File: config.mk
export PLATFORM = sky130hd
export DESIGN_NAME = uaec_top
export DESIGN_NICKNAME = d
export VERILOG_FILES = /design/src/hdl/uaec_pkg.sv /design/src/hdl/uaec_ep_ctrl.sv /design/src/hdl/uaec_top.sv
export SDC_FILE = /design/constraint.sdc
export NUM_CORES = 1
export LEC_CHECK = 0
export BUFFER_PORTS_ARGS = -buffer_cell sky130_fd_sc_hd__buf_2
export CORE_UTILIZATION = 50
export CTS_CLUSTER_SIZE = 14
export DETAILED_ROUTE_END_ITERATION = 8
export PLACE_DENSITY = 0.7
export SYNTH_ARGS = -nofsm -noshare
export SYNTH_HDL_FRONTEND = slang
export SYNTH_SLANG_ARGS = --single-unit
export TNS_END_PERCENT = 5
File: constraint.sdc
create_clock -name clk -period 4.2 [get_ports clk]
set_input_delay 0.63 -clock clk [delete_from_list [all_inputs] [get_ports clk]]
set_output_delay 0.63 -clock clk [all_outputs]
set_load 0.02 [all_outputs]
File: src/hdl/uaec_pkg.sv
// uaec_pkg: register map, field layout, reset values and enums of the usb
// address and endpoint configuration block.
// assumes an 8-bit register port clocked at 40 MHz on a single clock.
// How it works
// - address register bit 7 turns address filtering on or off; resets to one.
// - seven-bit device address is zero after power-up and after usb bus reset.
// - endpoint-select bits 7-4 read zero; firmware never writes ones there.
// - endpoint-select index picks which endpoint the indexed registers reach.
// - endpoint enable bit activates the selected endpoint; clearing deactivates it.
// - endpoint zero is enabled after every hardware and usb bus reset.
// - toggle bit sets on accepted DATA0, clears on accepted DATA1.
// - for non-control endpoints direction bit one is IN, zero is OUT.
// - direction bit has no effect on a control endpoint.
// - type field decodes 00 control, 01 isochronous, 10 bulk, 11 interrupt.
// - endpoint zero is always treated as control, whatever its type field holds.
// - control register resets to 80h for endpoint zero, 00h for others.
// - control register bits 6-4 read zero; firmware must not set them.
package uaec_pkg;
    localparam int         UAEC_NUM_EP        = 16;
    localparam logic [7:0] UAEC_ADDR_DEV      = 8'hC6;
    localparam logic [7:0] UAEC_ADDR_EPSEL    = 8'hC7;
    localparam logic [7:0] UAEC_ADDR_EPSTAT   = 8'hCE;
    localparam logic [7:0] UAEC_ADDR_EPCTRL   = 8'hD4;
    localparam logic [7:0] UAEC_RST_DEV       = 8'h80;
    localparam logic [7:0] UAEC_RST_EPCTRL0   = 8'h80;
    localparam logic [7:0] UAEC_RST_EPCTRL    = 8'h00;
    localparam logic [7:0] UAEC_RST_EPSTAT    = 8'h00;
    localparam logic [3:0] UAEC_RST_EPSEL     = 4'h0;
    localparam int         UAEC_FILT_BIT      = 7;
    localparam int         UAEC_EN_BIT        = 7;
    localparam int         UAEC_TGL_BIT       = 3;
    localparam int         UAEC_DIR_BIT       = 2;
    localparam logic [7:0] UAEC_DEV_WMASK     = 8'hFF;
    localparam logic [7:0] UAEC_CTRL_WMASK    = 8'h87;
    localparam logic [7:0] UAEC_CTRL_RMASK    = 8'h8F;
    typedef enum logic [1:0] {
        UAEC_TYPE_CTRL = 2'b00,
        UAEC_TYPE_ISO  = 2'b01,
        UAEC_TYPE_BULK = 2'b10,
        UAEC_TYPE_INTR = 2'b11
    } uaec_type_e;
endpackage : uaec_pkg

File: src/hdl/uaec_ep_ctrl.sv
// uaec_ep_ctrl: control register of one endpoint with hardware toggle.
// assumes synchronous usb bus reset pulse and one-cycle data acceptance events.
`timescale 1ns/1ps
module uaec_ep_ctrl
    import uaec_pkg::*;
#(
    parameter logic [7:0] RST_VAL = 8'h00
) (
    // clock and reset
    input  wire logic       clk,
    input  wire logic       rst_n,
    input  wire logic       bus_reset,
    // firmware write
    input  wire logic       wr_en,
    input  wire logic [7:0] wr_data,
    // accepted data packet events
    input  wire logic       data0_ok,
    input  wire logic       data1_ok,
    // register content
    output logic      [7:0] ctrl_q
);
    logic [7:0] ctrl_d;
    logic       tgl_d;

    // firmware cannot touch the toggle, hardware owns it
    assign tgl_d = data0_ok ? 1'b1 : (data1_ok ? 1'b0 : ctrl_q[UAEC_TGL_BIT]);
    always_comb begin
        ctrl_d = ctrl_q;
        if (wr_en) begin
            ctrl_d = (wr_data & UAEC_CTRL_WMASK) | (ctrl_q & ~UAEC_CTRL_WMASK);
        end
        ctrl_d[UAEC_TGL_BIT] = tgl_d;
        ctrl_d = ctrl_d & UAEC_CTRL_RMASK;
    end

    always_ff @(posedge clk or negedge rst_n) begin
        if (!rst_n) begin
            ctrl_q <= RST_VAL;
        end else if (bus_reset) begin
            ctrl_q <= RST_VAL;
        end else begin
            ctrl_q <= ctrl_d;
        end
    end

    tgl_set_a: assert property (@(posedge clk) disable iff (!rst_n)
        (data0_ok && !bus_reset) |=> ctrl_q[UAEC_TGL_BIT]) else $error("toggle not set on data0");
    tgl_clr_a: assert property (@(posedge clk) disable iff (!rst_n)
        (data1_ok && !data0_ok && !bus_reset) |=> !ctrl_q[UAEC_TGL_BIT]) else $error("toggle not cleared");
    ctrl_rsvd_a: assert property (@(posedge clk) disable iff (!rst_n)
        ctrl_q[6:4] == 3'b000) else $error("reserved control bits set");
endmodule : uaec_ep_ctrl

File: src/hdl/uaec_top.sv
// uaec_top: device address, endpoint select and indexed endpoint control
// registers of a full-speed usb device function, plus token address filter.
// assumes the serial engine gives one-cycle token and data-accept pulses
// synchronous to clk, and firmware uses a one-cycle strobe register port.
`timescale 1ns/1ps
module uaec_top
    import uaec_pkg::*;
(
    // clock and reset
    input  wire logic        clk,
    input  wire logic        reset_n,
    input  wire logic        usb_bus_reset,
    // firmware register port
    input  wire logic [7:0]  reg_addr,
    input  wire logic [7:0]  reg_wdata,
    input  wire logic        reg_wr,
    input  wire logic        reg_rd,
    output logic      [7:0]  reg_rdata,
    // token stream from the serial engine
    input  wire logic        tok_valid,
    input  wire logic [6:0]  tok_addr,
    input  wire logic [3:0]  tok_ep,
    // accepted data packet on the token's endpoint
    input  wire logic        data_ok,
    input  wire logic        data_pid1,
    // endpoint status register content, owned by the transfer logic
    input  wire logic [7:0]  ep_status,
    // results to the transfer logic
    output logic             tok_accept,
    output logic [3:0]       tok_ep_q,
    output logic             tok_ep_active,
    output logic [1:0]       tok_ep_type,
    output logic             tok_ep_in,
    output logic [3:0]       endpoint_index_q,
    output logic [6:0]       device_addr_q
);
    // reset release through two flops
    logic rst_s1_q;
    logic rst_n_q;
    always_ff @(posedge clk or negedge reset_n) begin
        if (!reset_n) begin
            rst_s1_q <= 1'b0;
            rst_n_q  <= 1'b0;
        end else begin
            rst_s1_q <= 1'b1;
            rst_n_q  <= rst_s1_q;
        end
    end

    // address decode
    wire sel_dev   = (reg_addr == UAEC_ADDR_DEV);
    wire sel_epsel = (reg_addr == UAEC_ADDR_EPSEL);
    wire sel_stat  = (reg_addr == UAEC_ADDR_EPSTAT);
    wire sel_ctrl  = (reg_addr == UAEC_ADDR_EPCTRL);

    // device address register
    logic       addr_filter_on_q;
    logic [6:0] device_addr_field_q;
    always_ff @(posedge clk or negedge rst_n_q) begin
        if (!rst_n_q) begin
            addr_filter_on_q    <= UAEC_RST_DEV[UAEC_FILT_BIT];
            device_addr_field_q <= UAEC_RST_DEV[6:0];
        end else if (usb_bus_reset) begin
            device_addr_field_q <= UAEC_RST_DEV[6:0];
        end else if (reg_wr && sel_dev) begin
            addr_filter_on_q    <= reg_wdata[UAEC_FILT_BIT];
            device_addr_field_q <= reg_wdata[6:0];
        end
    end

    // endpoint select; upper bits never stored
    logic [3:0] endpoint_index_int_q;
    always_ff @(posedge clk or negedge rst_n_q) begin
        if (!rst_n_q) begin
            endpoint_index_int_q <= UAEC_RST_EPSEL;
        end else if (reg_wr && sel_epsel) begin
            endpoint_index_int_q <= reg_wdata[3:0];
        end
    end

    // per-endpoint control registers
    logic [7:0] ctrl_arr [UAEC_NUM_EP];
    wire        data0_ev = data_ok && !data_pid1;
    wire        data1_ev = data_ok && data_pid1;
    genvar g;
    generate
        for (g = 0; g < UAEC_NUM_EP; g++) begin : g_ep
            wire        wr_this = reg_wr && sel_ctrl && (endpoint_index_int_q == 4'(g));
            wire        ev_this = (tok_ep_q == 4'(g));
            uaec_ep_ctrl #(
                .RST_VAL ((g == 0) ? UAEC_RST_EPCTRL0 : UAEC_RST_EPCTRL)
            ) u_ep (
                .clk      (clk),
                .rst_n    (rst_n_q),
                .bus_reset(usb_bus_reset),
                .wr_en    (wr_this),
                .wr_data  (reg_wdata),
                .data0_ok (data0_ev && ev_this),
                .data1_ok (data1_ev && ev_this),
                .ctrl_q   (ctrl_arr[g])
            );
        end
    endgenerate

    // read mux, data in the cycle after the strobe
    wire [7:0] sel_ctrl_val = ctrl_arr[endpoint_index_int_q];
    wire [7:0] rd_mux = sel_dev   ? {addr_filter_on_q, device_addr_field_q} :
                        sel_epsel ? {4'h0, endpoint_index_int_q} :
                        sel_stat  ? ep_status :
                        sel_ctrl  ? sel_ctrl_val : 8'h00;
    always_ff @(posedge clk or negedge rst_n_q) begin
        if (!rst_n_q) begin
            reg_rdata <= 8'h00;
        end else begin
            reg_rdata <= reg_rd ? rd_mux : 8'h00;
        end
    end

    // token filter and endpoint decode
    wire [7:0] tok_ctrl    = ctrl_arr[tok_ep];
    wire       tok_is_ctrl = (tok_ep == 4'h0) || (uaec_type_e'(tok_ctrl[1:0]) == UAEC_TYPE_CTRL);
    wire       addr_match  = !addr_filter_on_q || (tok_addr == device_addr_field_q);
    wire       accept_d    = tok_valid && addr_match;
    always_ff @(posedge clk or negedge rst_n_q) begin
        if (!rst_n_q) begin
            tok_accept    <= 1'b0;
            tok_ep_q      <= 4'h0;
            tok_ep_active <= 1'b0;
            tok_ep_type   <= 2'b00;
            tok_ep_in     <= 1'b0;
        end else begin
            tok_accept <= accept_d;
            if (accept_d) begin
                tok_ep_q      <= tok_ep;
                tok_ep_active <= tok_ctrl[UAEC_EN_BIT];
                tok_ep_type   <= tok_is_ctrl ? UAEC_TYPE_CTRL : tok_ctrl[1:0];
                tok_ep_in     <= !tok_is_ctrl && tok_ctrl[UAEC_DIR_BIT];
            end
        end
    end

    always_ff @(posedge clk or negedge rst_n_q) begin
        if (!rst_n_q) begin
            endpoint_index_q <= 4'h0;
            device_addr_q    <= 7'h00;
        end else begin
            endpoint_index_q <= endpoint_index_int_q;
            device_addr_q    <= device_addr_field_q;
        end
    end

    filt_reject_a: assert property (@(posedge clk) disable iff (!rst_n_q)
        (tok_valid && addr_filter_on_q && tok_addr != device_addr_field_q) |=> !tok_accept)
        else $error("token with foreign address accepted");
    filt_off_a: assert property (@(posedge clk) disable iff (!rst_n_q)
        (tok_valid && !addr_filter_on_q) |=> tok_accept) else $error("unfiltered token dropped");
    addr_busrst_a: assert property (@(posedge clk) disable iff (!rst_n_q)
        usb_bus_reset |=> ##1 device_addr_q == 7'h00) else $error("address kept over bus reset");
    ep0_busrst_a: assert property (@(posedge clk) disable iff (!rst_n_q)
        usb_bus_reset |=> ctrl_arr[0] == UAEC_RST_EPCTRL0) else $error("endpoint zero not reset enabled");
    epsel_rd_a: assert property (@(posedge clk) disable iff (!rst_n_q)
        (reg_rd && sel_epsel) |=> reg_rdata[7:4] == 4'h0) else $error("select upper bits nonzero");
    ctrl_rd_a: assert property (@(posedge clk) disable iff (!rst_n_q)
        (reg_rd && sel_ctrl && !reg_wr) |=> reg_rdata == $past(sel_ctrl_val)) else $error("indexed read wrong");
    ctrl_dir_a: assert property (@(posedge clk) disable iff (!rst_n_q)
        (accept_d && tok_is_ctrl) |=> !tok_ep_in && tok_ep_type == 2'b00) else $error("control endpoint dir used");
    ep_enable_a: assert property (@(posedge clk) disable iff (!rst_n_q)
        (accept_d) |=> tok_ep_active == $past(tok_ctrl[UAEC_EN_BIT])) else $error("enable not honoured");
    ep_dir_a: assert property (@(posedge clk) disable iff (!rst_n_q)
        (accept_d && !tok_is_ctrl) |=> tok_ep_in == $past(tok_ctrl[UAEC_DIR_BIT])) else $error("direction wrong");

    tok_acc_c: cover property (@(posedge clk) disable iff (!rst_n_q) accept_d && addr_filter_on_q);
    addr_wr_c: cover property (@(posedge clk) disable iff (!rst_n_q) reg_wr && sel_dev);
    busrst_c:  cover property (@(posedge clk) disable iff (!rst_n_q) usb_bus_reset);
    data1_c:   cover property (@(posedge clk) disable iff (!rst_n_q) data1_ev);
endmodule : uaec_top

# Yosys cells after proc, flatten, opt, wreduce, memory -nomap -nowiden
# Cells that the tools add are included.
# Widths: inputs -> output; s select.
dict set report word_totals {
  inputBits 43
  ff_bits 170
}
dict set report classes {
  n_bitwise 19
  n_lt_le_gt_ge 2
  n_eq_ne 35
  n_reduce_logical 98
  muxes 78
}
# operator n
set op_table {}
lappend op_table {{$mux 8} 41}
lappend op_table {{$or 8x7->8} 16}
lappend op_table {{$bmux 8 s4} 2}
lappend op_table {{$eq 4x4->1 const B} 16}
lappend op_table {{$logic_and 1x1->1} 55}
lappend op_table {{$reduce_bool 3->1} 16}
lappend op_table {{$reduce_bool 2->1} 17}
lappend op_table {{$eq 4x3->1 const B} 8}
lappend op_table {{$eq 8x8->1 const B} 4}
lappend op_table {{$mux 1} 32}
lappend op_table {{$eq 4x2->1 const B} 4}
lappend op_table {{$mux 7} 2}
lappend op_table {{$logic_not 4->1} 3}
lappend op_table {{$ge 5x5->1 const B} 2}
lappend op_table {{$not 4->5} 2}
lappend op_table {{$eq 4x1->1 const B} 2}
lappend op_table {{$eq 7x7->1} 1}
lappend op_table {{$logic_not 1->1} 3}
lappend op_table {{$logic_not 2->1} 1}
lappend op_table {{$logic_or 1x1->1} 2}
lappend op_table {{$mux 2} 1}
lappend op_table {{$reduce_and 2->1} 1}
lappend op_table {{$not 1->1} 1}

# Longest topological paths before layout
# Gate-level depths: netlist (run 1).
dict set report depth {
  depth_word 9
  ltp_mapped 7
}

# Modules after synthesis
# Synthesis (run 1) repeated with hierarchy kept, for this count alone.
dict set report unflattened {
  hier_cells 662
  area_unflattened_um2 7240.7
}
# mod cells_each instances area_each_um2
set by_module_without_submodules {}
lappend by_module_without_submodules {uaec_top 326 1 3612.2}
lappend by_module_without_submodules {{uaec_ep_ctrl at g_ep[10].u_ep ...} 21 15 226.5}
lappend by_module_without_submodules {{uaec_ep_ctrl at g_ep[0].u_ep} 21 1 231.5}

# Worst setup path after synthesis (run 1)
# No wires, ideal clock.
dict set report synth_timing {
  path_type {input -> register}
  startpoint {input port tok_ep[0]}
  endpoint {register tok_ep_active}
  arrival_time_ns 2.229
  required_ns 4.075
  path_buffers 2
  slack_ns 1.846
  cell_stages 5
  cell_sequence {buf_4 -> buf_4 -> mux4_2 -> mux4_2 -> mux2_2}
}
dict set report synth_via {
  elab_chain_cells 4
}
# item line_no
set synth_lines {}
lappend synth_lines {{start, declared} uaec_top.sv:22} ;# input wire logic [3:0] tok_ep,
lappend synth_lines {{$not 4->5 (not written as such)} uaec_top.sv:120} ;# wire [7:0] tok_ctrl = ctrl_arr[tok_ep];
lappend synth_lines {{$bmux 8 s4} uaec_top.sv:120}
lappend synth_lines {{$mux 8 (not written as such) (2 in series)} uaec_top.sv:120}
lappend synth_lines {{end signal, assigned} uaec_top.sv:135} ;# tok_ep_active <= tok_ctrl[UAEC_EN_BIT];
lappend synth_lines {{end, declared} uaec_top.sv:31} ;# output logic tok_ep_active,
# Every way passes these cells. The select of a mux whose other input is x is not followed.
# A chain may end at the register's enable or synchronous reset.

# Worst setup path after layout (run 1)
dict set report layout_timing {
  startpoint {register endpoint_index_int_q[1]}
  endpoint {register g_ep[3].u_ep.ctrl_q[2]}
}
dict set report layout_via {
  elab_chain_cells 3
}
# item line_no
set layout_lines {}
lappend layout_lines {{start, declared} uaec_top.sv:72} ;# logic [3:0] endpoint_index_int_q;
lappend layout_lines {{start signal, assigned} uaec_top.sv:77} ;# endpoint_index_int_q <= reg_wdata[3:0];
lappend layout_lines {{$eq 4x2->1} uaec_top.sv:88} ;# wire wr_this = reg_wr && sel_ctrl && (endpoint_index_int_q == 4'(g));
lappend layout_lines {{$logic_and 1x1->1} uaec_top.sv:88}
lappend layout_lines {{$reduce_bool 2->1 (no line)} n/a}
lappend layout_lines {{end signal, assigned} uaec_ep_ctrl.sv:42} ;# ctrl_q <= ctrl_d;
lappend layout_lines {{end, declared} uaec_ep_ctrl.sv:20} ;# output logic [7:0] ctrl_q
# Every way passes these cells.

==> results.py, run 1 <==
metrics = {
    "clock_network": {
        "cts.sink_count": 122,
        "cts_buffers": 17,
        "insertion_delay_ps": 430,
        "clk_pin_slew_ps": 60,
        "root_buffer": "clkbuf_16",
        "cts_tree": "done",
        "htreeDepth": 4,
        "cts_resized": 0,
        "clock_tree.buffer_depth": 2,
    },
    "timing": {
        "hold_viol": 0,
        "rsz0062_at_grt": "no",
        "fmax_mhz": 369.0,
        "fin_crit_sh": 0.6452,
        "period_minus_slack_ps": 2710,
        "drv_slew": 0,
        "worst_slew_pin_slew_ps": 1256,
        "tns_ps": 0,
        "worst_clock_skew_ps": 12.23,
        "slew_headroom": 0.1624,
        "hold_slack_ps": 348.6,
        "setup_violations": 0,
    },
    "detailed_routing": {
        "drt_iter0_markers": 362,
        "vias": 4503,
        "first_pass_iters": 4,
        "wire_per_inst_um": 20.15,
        "antenna_left": 0,
        "totalWireLength_um": 15510,
        "vias_per_cell": 5.848,
        "drc": 0,
    },
    "power_and_ir_drop": {
        "p_sw_frac": 0.2311,
        "seqPwrFrac": 0.411,
        "p_switching_mw": 0.6897,
        "p_per_area_nw_per_um2": 395.8,
        "irDropWorstVdd_uv": 291.2,
        "p_int_mw": 2.294,
        "clock_power_share": 0.525,
        "power_leakage_nw": 3.383,
        "pwr-share-comb": 0.064,
    },
    "worst_setup_path": {
        "slowest_delay_ps": 1180,
        "worst-r2r-cell-count": 4,
        "crit_chain": "nand4_4 -> nor4_4 -> mux2i_1 -> nor2_1",
        "r2r_slack_ps": 1490,
        "r2r-start": "endpoint_index_int_q[1]",
        "worstSetupPathType": "reg2reg",
        "endpoint_kind": "register",
        "arrival_ps": 2980,
        "crit_required_ps": 4470,
        "crit_path_top_delay_cell": "dfrtp_1",
        "path_buf_inv": 0,
        "cp_max_fo": 25,
        "r2r-end": "g_ep[3].u_ep.ctrl_q[2]",
        "cp_top_family": "flip-flops",
        "critPathLaunchType": "register",
    },
    "synth": {
        "synth_edf_count": 0,
        "ys.flop_type": "dfrtp_1",
        "netlist_area_um2": 6451,
        "synth.top_cell.area_share": 0.4655,
        "async_flop_share": 1.000,
        "synth_area_leader_cell": "dfrtp_1",
        "synth_mux_area_frac": 0.2890,
        "ys_types": 50,
        "synth_cells": 529,
        "synth_area_per_cell_um2": 12.20,
        "synth-simple-area-share": 0.1457,
        "synth_top_family_by_area": "multiplexers",
        "synth_fa_ha_area_frac": 0,
        "yosysSeqAreaShare": 0.4736,
        "ys_warn_count": 0,
        "synth.area.top_cells": "dfrtp_1 (47%), mux2i_1 (13%), mux4_2 (13%)",
        "yosys_register_bits": 122,
        "synth_xor_xnor_area_share": 0.009503,
        "synth_nets": 572,
        "synth_compound_area_frac": 0.05411,
    },
    "floorplanning": {
        "die_area_um2": 13360,
        "die_h_um": 115.6,
        "core_area_um2": 12620,
        "ios": 71,
        "core.rowCount": 41,
        "start_util": 0.5112,
        "die_x_um": 115.6,
    },
    "final_layout": {
        "fillers": 1049,
        "syn_to_final_growth_pct": 16.87,
        "diodes": 0,
        "fin_nets": 628,
        "drive_gt1_frac": 0.3077,
    },
    "global_route": {
        "grt_util_all_layers": 0.2557,
        "grt_pass1_wl_um": 25050,
        "grt-ovfl-total": 0,
        "antenna_found_initial": 0,
        "grt_start_max_net_pins": 77,
        "grt_pass1_vias": 4588,
    },
    "job": {
        "timing.max_cap.violations": 0,
    },
    "placement": {
        "port_buffers": 70,
        "dp.final_hpwl_um": 10510,
        "gp_congestion": 0.8534,
    },
    "hold_path": {
        "min_from": "rst_s1_q",
        "hold_depth": 0,
        "hold_path.class": "reg2reg",
        "hold_end": "rst_n_q",
    },
    "outcome": {
        "outcome": "finished clean",
    },
}
-- cells in the mapped netlist, types with 5 or more instances --
cell        n
dfrtp_1   120
mux2i_1    85
nor2_1     78
o21ai_0    38
mux4_2     36
clkbuf_1   23
nor2b_1    23
mux2_2     18
nand2_1    14
buf_2      10
a21oi_1     9
nor3_4      6
nand3_1     5
-- kinds of logic after synthesis --
| kind of cell | Yosys count |
|---|---|
| and+or+nand+nor | 158 |
| muxes | 139 |
| DFF | 122 |
| AOI/OAI and AO/OA | 60 |
| buffers and inverters | 42 |
| xor gates and xnor gates | 7 |
| other | 1 |
-- power by group through the flow --
stage / clock [mW] / sequential [mW] / combinational (mW)
final: 1.57 / 1.23 / 0.191
after global routing: 1.64 / 1.23 / 0.209
after CTS: 1.58 / 1.23 / 0.193
after detailed placement: 0 / 1.25 / 0.192
after global placement: 0 / 1.25 / 0.190
after floorplan: 0 / 1.25 / 0.120
-- final cells by class --
type / count / area, µm² / share of cell area
Multi-Input combinational cell: 365 / 3218 / 0.4268
Sequential cell: 122 / 3060 / 0.4059
Clock buffer: 20 / 466.7 / 0.06190
Timing Repair Buffer: 76 / 397.9 / 0.05277
Tap cell: 172 / 215.2 / 0.02854
Clock inverter: 12 / 170.2 / 0.02257
Inverter: 3 / 11.26 / 0.001494
-- timing repair --
item | CTS | global route
hold buffers | 1 | 0
setup buffers | 0 | 0
hold endpoints to repair | 2 | 0
-- worst max path at each step --
stage                                        from                       to  slack, ps  depth (start not counted)
after floorplan                           rst_n_q   device_addr_field_q[0]        550                          0
after global placement    endpoint_index_int_q[1]  g_ep[10].u_ep.ctrl_q[1]       1550                          4
after detailed placement              tok_addr[1]            tok_ep_active       1480                          6
after CTS                 endpoint_index_int_q[1]   g_ep[3].u_ep.ctrl_q[0]       1460                          4
after global routing      endpoint_index_int_q[1]   g_ep[2].u_ep.ctrl_q[7]       1340                          4
final                     endpoint_index_int_q[1]   g_ep[3].u_ep.ctrl_q[2]       1490                          4
-- through the flow --
| stage | utilization | setup slack [ps] | std cells | cell area, µm² | power, mW |
|---|---|---|---|---|---|
| 2_1_floorplan | - | 553.0 | 529 | 6451 | 1.366 |
| 3_3_place_gp | 0.5462 | 1551 | 737 | 6893 | 1.436 |
| 3_5_place_dp | 0.5462 | 1475 | 737 | 6893 | 1.438 |
| 4_1_cts | 0.5975 | 1459 | 770 | 7540 | 3.004 |
| 5_1_grt | 0.5975 | 1343 | 770 | 7540 | 3.075 |
| 6_report | 0.5975 | 1490 | 770 | 7540 | 2.984 |
-- per-layer routing --
layer	up-vias	GRT usage	wire length [µm]	share of wire
met4	0	0.1229	320	0.021
met3	23	0.06538	984	0.063
met5	-	0	0	0
met2	171	0.3968	7496	0.48
met1	2279	0.3376	6712	0.43
li1	2030	-	-	-
-- placed cells by master, fill, tap and decap left out, drive strengths merged, types with 2 or more instances in the layout --
cell type    n
dfrtp      120
mux2i       85
nor2        78
buf         75
o21ai       38
mux4        36
nor2b       23
clkbuf      20
mux2        18
nand2       14
a21oi        9
nor3         9
nand3        5
clkinv       5
a2bb2oi      4
xnor2        4
nand2b       4
bufinv       4
clkinvlp     4
nor4         4
and2         3
xor2         3
or3          3
nor4b        3
inv          2
nor3b        2
dfstp        2
nand4b       2
nand4        2
-- state kept, by name, indices dropped and copies added (netlist names) --
name                  count
g_ep.u_ep.ctrl_q         80
reg_rdata                 8
device_addr_field_q       7
device_addr_q             7
endpoint_index_int_q      4
endpoint_index_q          4
tok_ep_q                  4
tok_ep_type               2
addr_filter_on_q          1
rst_n_q                   1
rst_s1_q                  1
tok_accept                1
tok_ep_active             1
tok_ep_in                 1
Note: power is estimated with default switching activity, not from simulation.
==> run 2, diff against run 1 <==
--- a/config.mk
+++ b/config.mk
@@ -9,7 +9,7 @@
 export CORE_UTILIZATION = 50
 export CTS_CLUSTER_SIZE = 14
 export DETAILED_ROUTE_END_ITERATION = 8
-export PLACE_DENSITY = 0.7
+export PLACE_DENSITY = 0.72
 export SYNTH_ARGS = -nofsm -noshare
 export SYNTH_HDL_FRONTEND = slang
 export SYNTH_SLANG_ARGS = --single-unit
==> constraint.sdc (replaced) <==
create_clock -name clk -period 2.4 [get_ports clk]
set_input_delay 0.36 -clock clk [delete_from_list [all_inputs] [get_ports clk]]
set_output_delay 0.36 -clock clk [all_outputs]
set_load 0.02 [all_outputs]
==> run 2 against run 1 <==
- die area is the same
- sequential power up 73%
- global-route usage decreased by 0.18 points
- clock power increased by 63%
- core utilization grew 0.93 points
- final cell count is 2.2% higher
- setup slack got worse by 1300 ps
- non-clock buffer count rose by 18
- first-iteration DRC count grew 14%
- via count is 0.80% higher
- critical endpoint is now reg_rdata[3]
==> results.py, run 2 (same netlist as run 1, synthesis figures left out) <==
metrics = {
    "outcome": {
        "outcome": "finished clean",
    },
    "floorplanning": {
        "core.rowCount": 41,
        "die_h_um": 115.6,
        "start_util": 0.5112,
        "ios": 71,
        "die_area_um2": 13360,
        "die_x_um": 115.6,
        "core_area_um2": 12620,
    },
    "worst_setup_path": {
        "critPathLaunchType": "register",
        "cp_max_fo": 17,
        "slowest_delay_ps": 700,
        "critPathLaunch": "endpoint_index_int_q[0]",
        "crit_path_top_delay_cell": "dfrtp_2",
        "worst-r2r-cell-count": 5,
        "crit_required_ps": 2700,
        "endpoint_kind": "register",
        "crit_end": "reg_rdata[3]",
        "worstSetupPathType": "reg2reg",
        "crit_chain": "buf_4 -> mux4_2 -> mux2_2 -> a2bb2oi_1 -> a21oi_1",
        "r2r-end": "reg_rdata[3]",
        "arrival_ps": 2470,
        "r2r_slack_ps": 220,
        "r2r-start": "endpoint_index_int_q[0]",
    },
    "timing": {
        "worst_clock_skew_ps": 5.864,
        "fmax_mhz": 459.3,
        "drv_slew": 0,
        "period_minus_slack_ps": 2177,
        "slew_headroom": 0.6534,
        "worst_slack_ps": 222.8,
        "hold_viol": 0,
        "tns_ps": 0,
        "setup_violations": 0,
        "fin_crit_sh": 0.9072,
        "hold_slack_ps": 196.8,
        "worst_slew_pin_slew_ps": 519.8,
        "rsz0062_at_grt": "no",
    },
    "job": {
        "timing.max_cap.violations": 0,
    },
    "hold_path": {
        "hold_path.class": "in2reg",
    },
    "global_route": {
        "grt_pass1_vias": 4624,
        "antenna_found_initial": 0,
        "grt_util_all_layers": 0.2539,
        "grt-ovfl-total": 0,
        "grt_pass1_wl_um": 24940,
        "grt_start_max_net_pins": 89,
    },
    "detailed_routing": {
        "totalWireLength_um": 15340,
        "first_pass_iters": 5,
        "vias": 4539,
        "drc": 0,
        "wl_met2_um": 7350,
        "highest_layer": "met5",
        "vias_per_cell": 5.767,
        "wire_per_inst_um": 19.49,
        "antenna_left": 0,
        "wirelength_met1_um": 6802,
        "wl_met3_um": 797,
        "drt_iter0_markers": 412,
    },
    "final_layout": {
        "largest_reg_flops": 80,
        "syn_to_final_growth_pct": 18.70,
        "layout.cells.most_common": "dfrtp_1",
        "top_regs": "g_ep.u_ep.ctrl_q (80), reg_rdata (8)",
        "fin_nets": 646,
        "fillers": 1009,
        "top_register": "g_ep.u_ep.ctrl_q",
        "diodes": 0,
        "finalInstanceArea_um2": 7657,
        "drive_gt1_frac": 0.3236,
        "final_cell_mix": "dfrtp_1 (118), mux2i_1 (85), nor2_1 (78), buf_2 (70), o21ai_0 (38)",
    },
    "placement": {
        "dp.final_hpwl_um": 10920,
        "dpl-instance-area_um2": 7053,
        "place_worst_setup_slack_ps": 152.8,
        "port_buffers": 70,
        "gp_congestion": 0.8412,
    },
    "power_and_ir_drop": {
        "irDropWorstVdd_uv": 320.1,
        "power_leakage_nw": 3.479,
        "p_per_area_nw_per_um2": 661.7,
    },
    "clock_network": {
        "cts_tree": "done",
        "insertion_delay_ps": 420,
        "cts_buffers": 17,
        "clk_pin_slew_ps": 50,
        "clock_tree.buffer_depth": 2,
        "htreeDepth": 4,
        "cts.sink_count": 122,
        "root_buffer": "clkbuf_16",
    },
}
run 2: changes by cell type in the layout (fill, tap and decap cells not counted), sizes merged:
cell	previous run	this run
buf	75	93
clkinvlp	4	0
clkbuf	20	22
clkinv	5	7
bufinv	4	3
run 2: area by class of cell:
cell class	count	area (µm²)	area share
timing repair buffer	94	558.0	0.07288
inverter	3	11.26	0.001471
clock inverter	9	120.1	0.01569
clock buffer	22	474.2	0.06193
tap	172	215.2	0.02810
multi-input combinational	365	3218	0.4203
sequential	122	3060	0.3997
run 2: metal layers:
layer  GRT usage  up-vias
li1            -     2068
met1      0.3437     2288
met2      0.3976      159
met3     0.06172       22
met4     0.09524        2
met5     0.01852        -
run 2: stage by stage:
step           utilization  total power [mW]  std cells
2_1_floorplan            -             2.391        529
3_3_place_gp        0.5589             2.532        755
3_5_place_dp        0.5589             2.540        755
4_1_cts             0.6068             5.106        787
5_1_grt             0.6068             5.239        787
6_report            0.6068             5.067        787
run 2: worst min path at each step:
| stage | start | to | slack, ps | depth (start not counted) |
|---|---|---|---|---|
| after detailed placement | reset_n | rst_s1_q | 150 | 1 |
| final | reg_wdata[4] | device_addr_field_q[4] | 200 | 3 |
| after CTS | ep_status[6] | reg_rdata[6] | 190 | 3 |
| after global placement | reset_n | rst_s1_q | 140 | 1 |
| after global routing | reg_wdata[3] | endpoint_index_int_q[3] | 190 | 2 |
| after floorplan | reset_n | rst_n_q | 60 | 0 |
run 2: report_power, final:
| group | leakage (nW) | total (mW) | switching [mW] | internal (mW) |
|---|---|---|---|---|
| sequential | 1.67 | 2.13 | 0.0426 | 2.09 |
| clock | 0.299 | 2.56 | 0.867 | 1.70 |
| combinational | 1.51 | 0.376 | 0.234 | 0.142 |
| total | 3.48 | 5.07 | 1.14 | 3.92 |
run 2: worst max-delay path: cells and delay by family (launching register included):
family,cells,cell delay (ps)
multiplexers,2,800
buffers and inverters,1,320
AO/OA/AOI/OAI,2,250
flip-flops,1,700
run 2: repair_timing:
item / 4_1_cts / 5_1_grt
endpoints found under the hold margin: 2 / 0
endpoints found under the setup margin: 0 / 0
setup buffers: 0 / 0
hold buffers: 1 / 0
gates resized for setup: 0 / 0
==> run 3, diff against run 2 <==
--- a/config.mk
+++ b/config.mk
@@ -6,6 +6,7 @@
 export NUM_CORES = 1
 export LEC_CHECK = 0
 export BUFFER_PORTS_ARGS = -buffer_cell sky130_fd_sc_hd__buf_2
+export CORE_ASPECT_RATIO = 0.5
 export CORE_UTILIZATION = 50
 export CTS_CLUSTER_SIZE = 14
 export DETAILED_ROUTE_END_ITERATION = 8
==> run 3 against run 2 <==
- sequential share of layout area is 0.17 points lower
- routed wire length up 7.8%
- hold slack worse by 12 ps
- register-to-register slack got worse by 40 ps
- sequential cell count stayed put
- fmax fell by 1.6%
- sequential power about the same
- count of clock-buffer cells in the layout down 4
- first-iteration DRC count is 2.9% lower
- final cell count shrank 0.76%
- critical path type unchanged
==> results.py, run 3 (same netlist as run 1, synthesis figures left out) <==
metrics = {
    "outcome": {
        "outcome": "finished clean",
    },
    "worst_setup_path": {
        "r2r_slack_ps": 190,
        "critPathLaunchType": "register",
        "cp_max_fo": 16,
        "crit_required_ps": 2690,
        "arrival_ps": 2500,
        "endpoint_kind": "register",
        "worstSetupPathType": "reg2reg",
    },
    "placement": {
        "dp.final_hpwl_um": 11280,
        "gp_congestion": 0.8503,
        "port_buffers": 70,
    },
    "final_layout": {
        "utilization": 0.6307,
        "top_register": "g_ep.u_ep.ctrl_q",
        "diodes": 0,
        "fin_nets": 646,
        "drive_gt1_frac": 0.3279,
        "final_cell_mix": "dfrtp_1 (118), mux2i_1 (85), nor2_1 (78), buf_2 (70), o21ai_0 (38)",
        "top_regs": "g_ep.u_ep.ctrl_q (80), reg_rdata (8)",
        "largest_reg_flops": 80,
        "layout.cells.most_common": "dfrtp_1",
        "syn_to_final_growth_pct": 19.20,
    },
    "clock_network": {
        "clk_pin_slew_ps": 60,
        "insertion_delay_ps": 420,
        "cts_buffers": 17,
        "postCtsSetupBuffers": 0,
        "root_buffer": "clkbuf_16",
        "clock_tree.buffer_depth": 2,
        "htreeDepth": 4,
        "cts.sink_count": 122,
        "cts_tree": "done",
    },
    "timing": {
        "worst_clock_skew_ps": 11.01,
        "worst_slew_pin_slew_ps": 556.1,
        "fmax_mhz": 451.9,
        "fin_crit_sh": 0.9220,
        "hold_slack_ps": 184.8,
        "rsz0062_at_grt": "no",
        "setup_violations": 0,
        "slew_headroom": 0.6265,
        "hold_viol": 0,
        "period_minus_slack_ps": 2213,
        "drv_slew": 0,
        "tns_ps": 0,
    },
    "detailed_routing": {
        "drc": 0,
        "vias_per_cell": 5.932,
        "wire_per_inst_um": 21.17,
        "first_pass_iters": 5,
        "antenna_left": 0,
        "drt_iter0_markers": 400,
        "vias": 4633,
        "totalWireLength_um": 16530,
    },
    "floorplanning": {
        "die_area_um2": 13390,
        "ios": 71,
        "core_area_um2": 12190,
        "start_util": 0.5291,
        "die_x_um": 162.6,
        "core.rowCount": 28,
        "die_h_um": 82.32,
    },
    "global_route": {
        "antenna_found_initial": 0,
        "grt_pass1_wl_um": 25960,
        "grt_util_all_layers": 0.2671,
        "grt_start_max_net_pins": 67,
        "grt-ovfl-total": 0,
        "grt_pass1_vias": 4549,
    },
    "power_and_ir_drop": {
        "power_leakage_nw": 3.480,
        "power.total_mw": 5.267,
        "irDropWorstVdd_uv": 644.0,
        "p_per_area_nw_per_um2": 684.9,
    },
    "hold_path": {
        "hold_path.class": "in2reg",
    },
    "job": {
        "timing.max_cap.violations": 0,
    },
}
-- run 3: where the power goes --
group          total, mW  switching [mW]  internal (mW)
Clock               2.75           0.984           1.77
Combinational      0.381           0.239          0.142
Sequential          2.13          0.0493           2.08
-- run 3: cell type report --
cell class,count,area [µm²]
clock buffer,18,439.2
multi-input combinational,365,3218
clock inverter,14,196.4
timing repair buffer,94,558.0
tap,165,206.4
inverter,3,11.26
sequential,122,3060
fill,884,4502
-- run 3: per-layer routing --
layer / GRT usage / part of all wire
met3: 0.06394 / 0.071
met5: 0 / 0
met1: 0.3757 / 0.46
met2: 0.4060 / 0.45
met4: 0.1009 / 0.020
-- run 3: stage by stage --
step / std cells / setup WS, ps / instance area (µm²)
2_1_floorplan: 529 / 316.0 / 6452
3_3_place_gp: 748 / 88.98 / 7044
3_5_place_dp: 748 / 62.36 / 7044
4_1_cts: 781 / 208.1 / 7690
5_1_grt: 781 / 107.4 / 7690
6_report: 781 / 187.3 / 7690
-- run 3: path summary, 6_finish.rpt --
kind | cells past startpoint | end | start
setup / recovery | 5 | reg_rdata[1] | endpoint_index_int_q[0]
hold / removal | 3 | device_addr_field_q[5] | reg_wdata[5]
setup reg to reg | 5 | reg_rdata[1] | endpoint_index_int_q[0]
hold reg to reg | 0 | g_ep[12].u_ep.ctrl_q[7] | rst_n_q
max in group asynchronous | 1 | addr_filter_on_q | rst_n_q
min in group asynchronous | 2 | rst_n_q | reset_n
-- run 3: critical path: stages, from the launching register on --
cell and delay, ps:
dfrtp_2 720, buf_4 270, mux4_2 510, mux2i_1 210, a2bb2oi_1 260, a21oi_1 110
-- run 3: timing repair --
item	CTS	global route
gates resized for setup	0	0
hold buffers	1	0
endpoints found under the hold margin	2	0
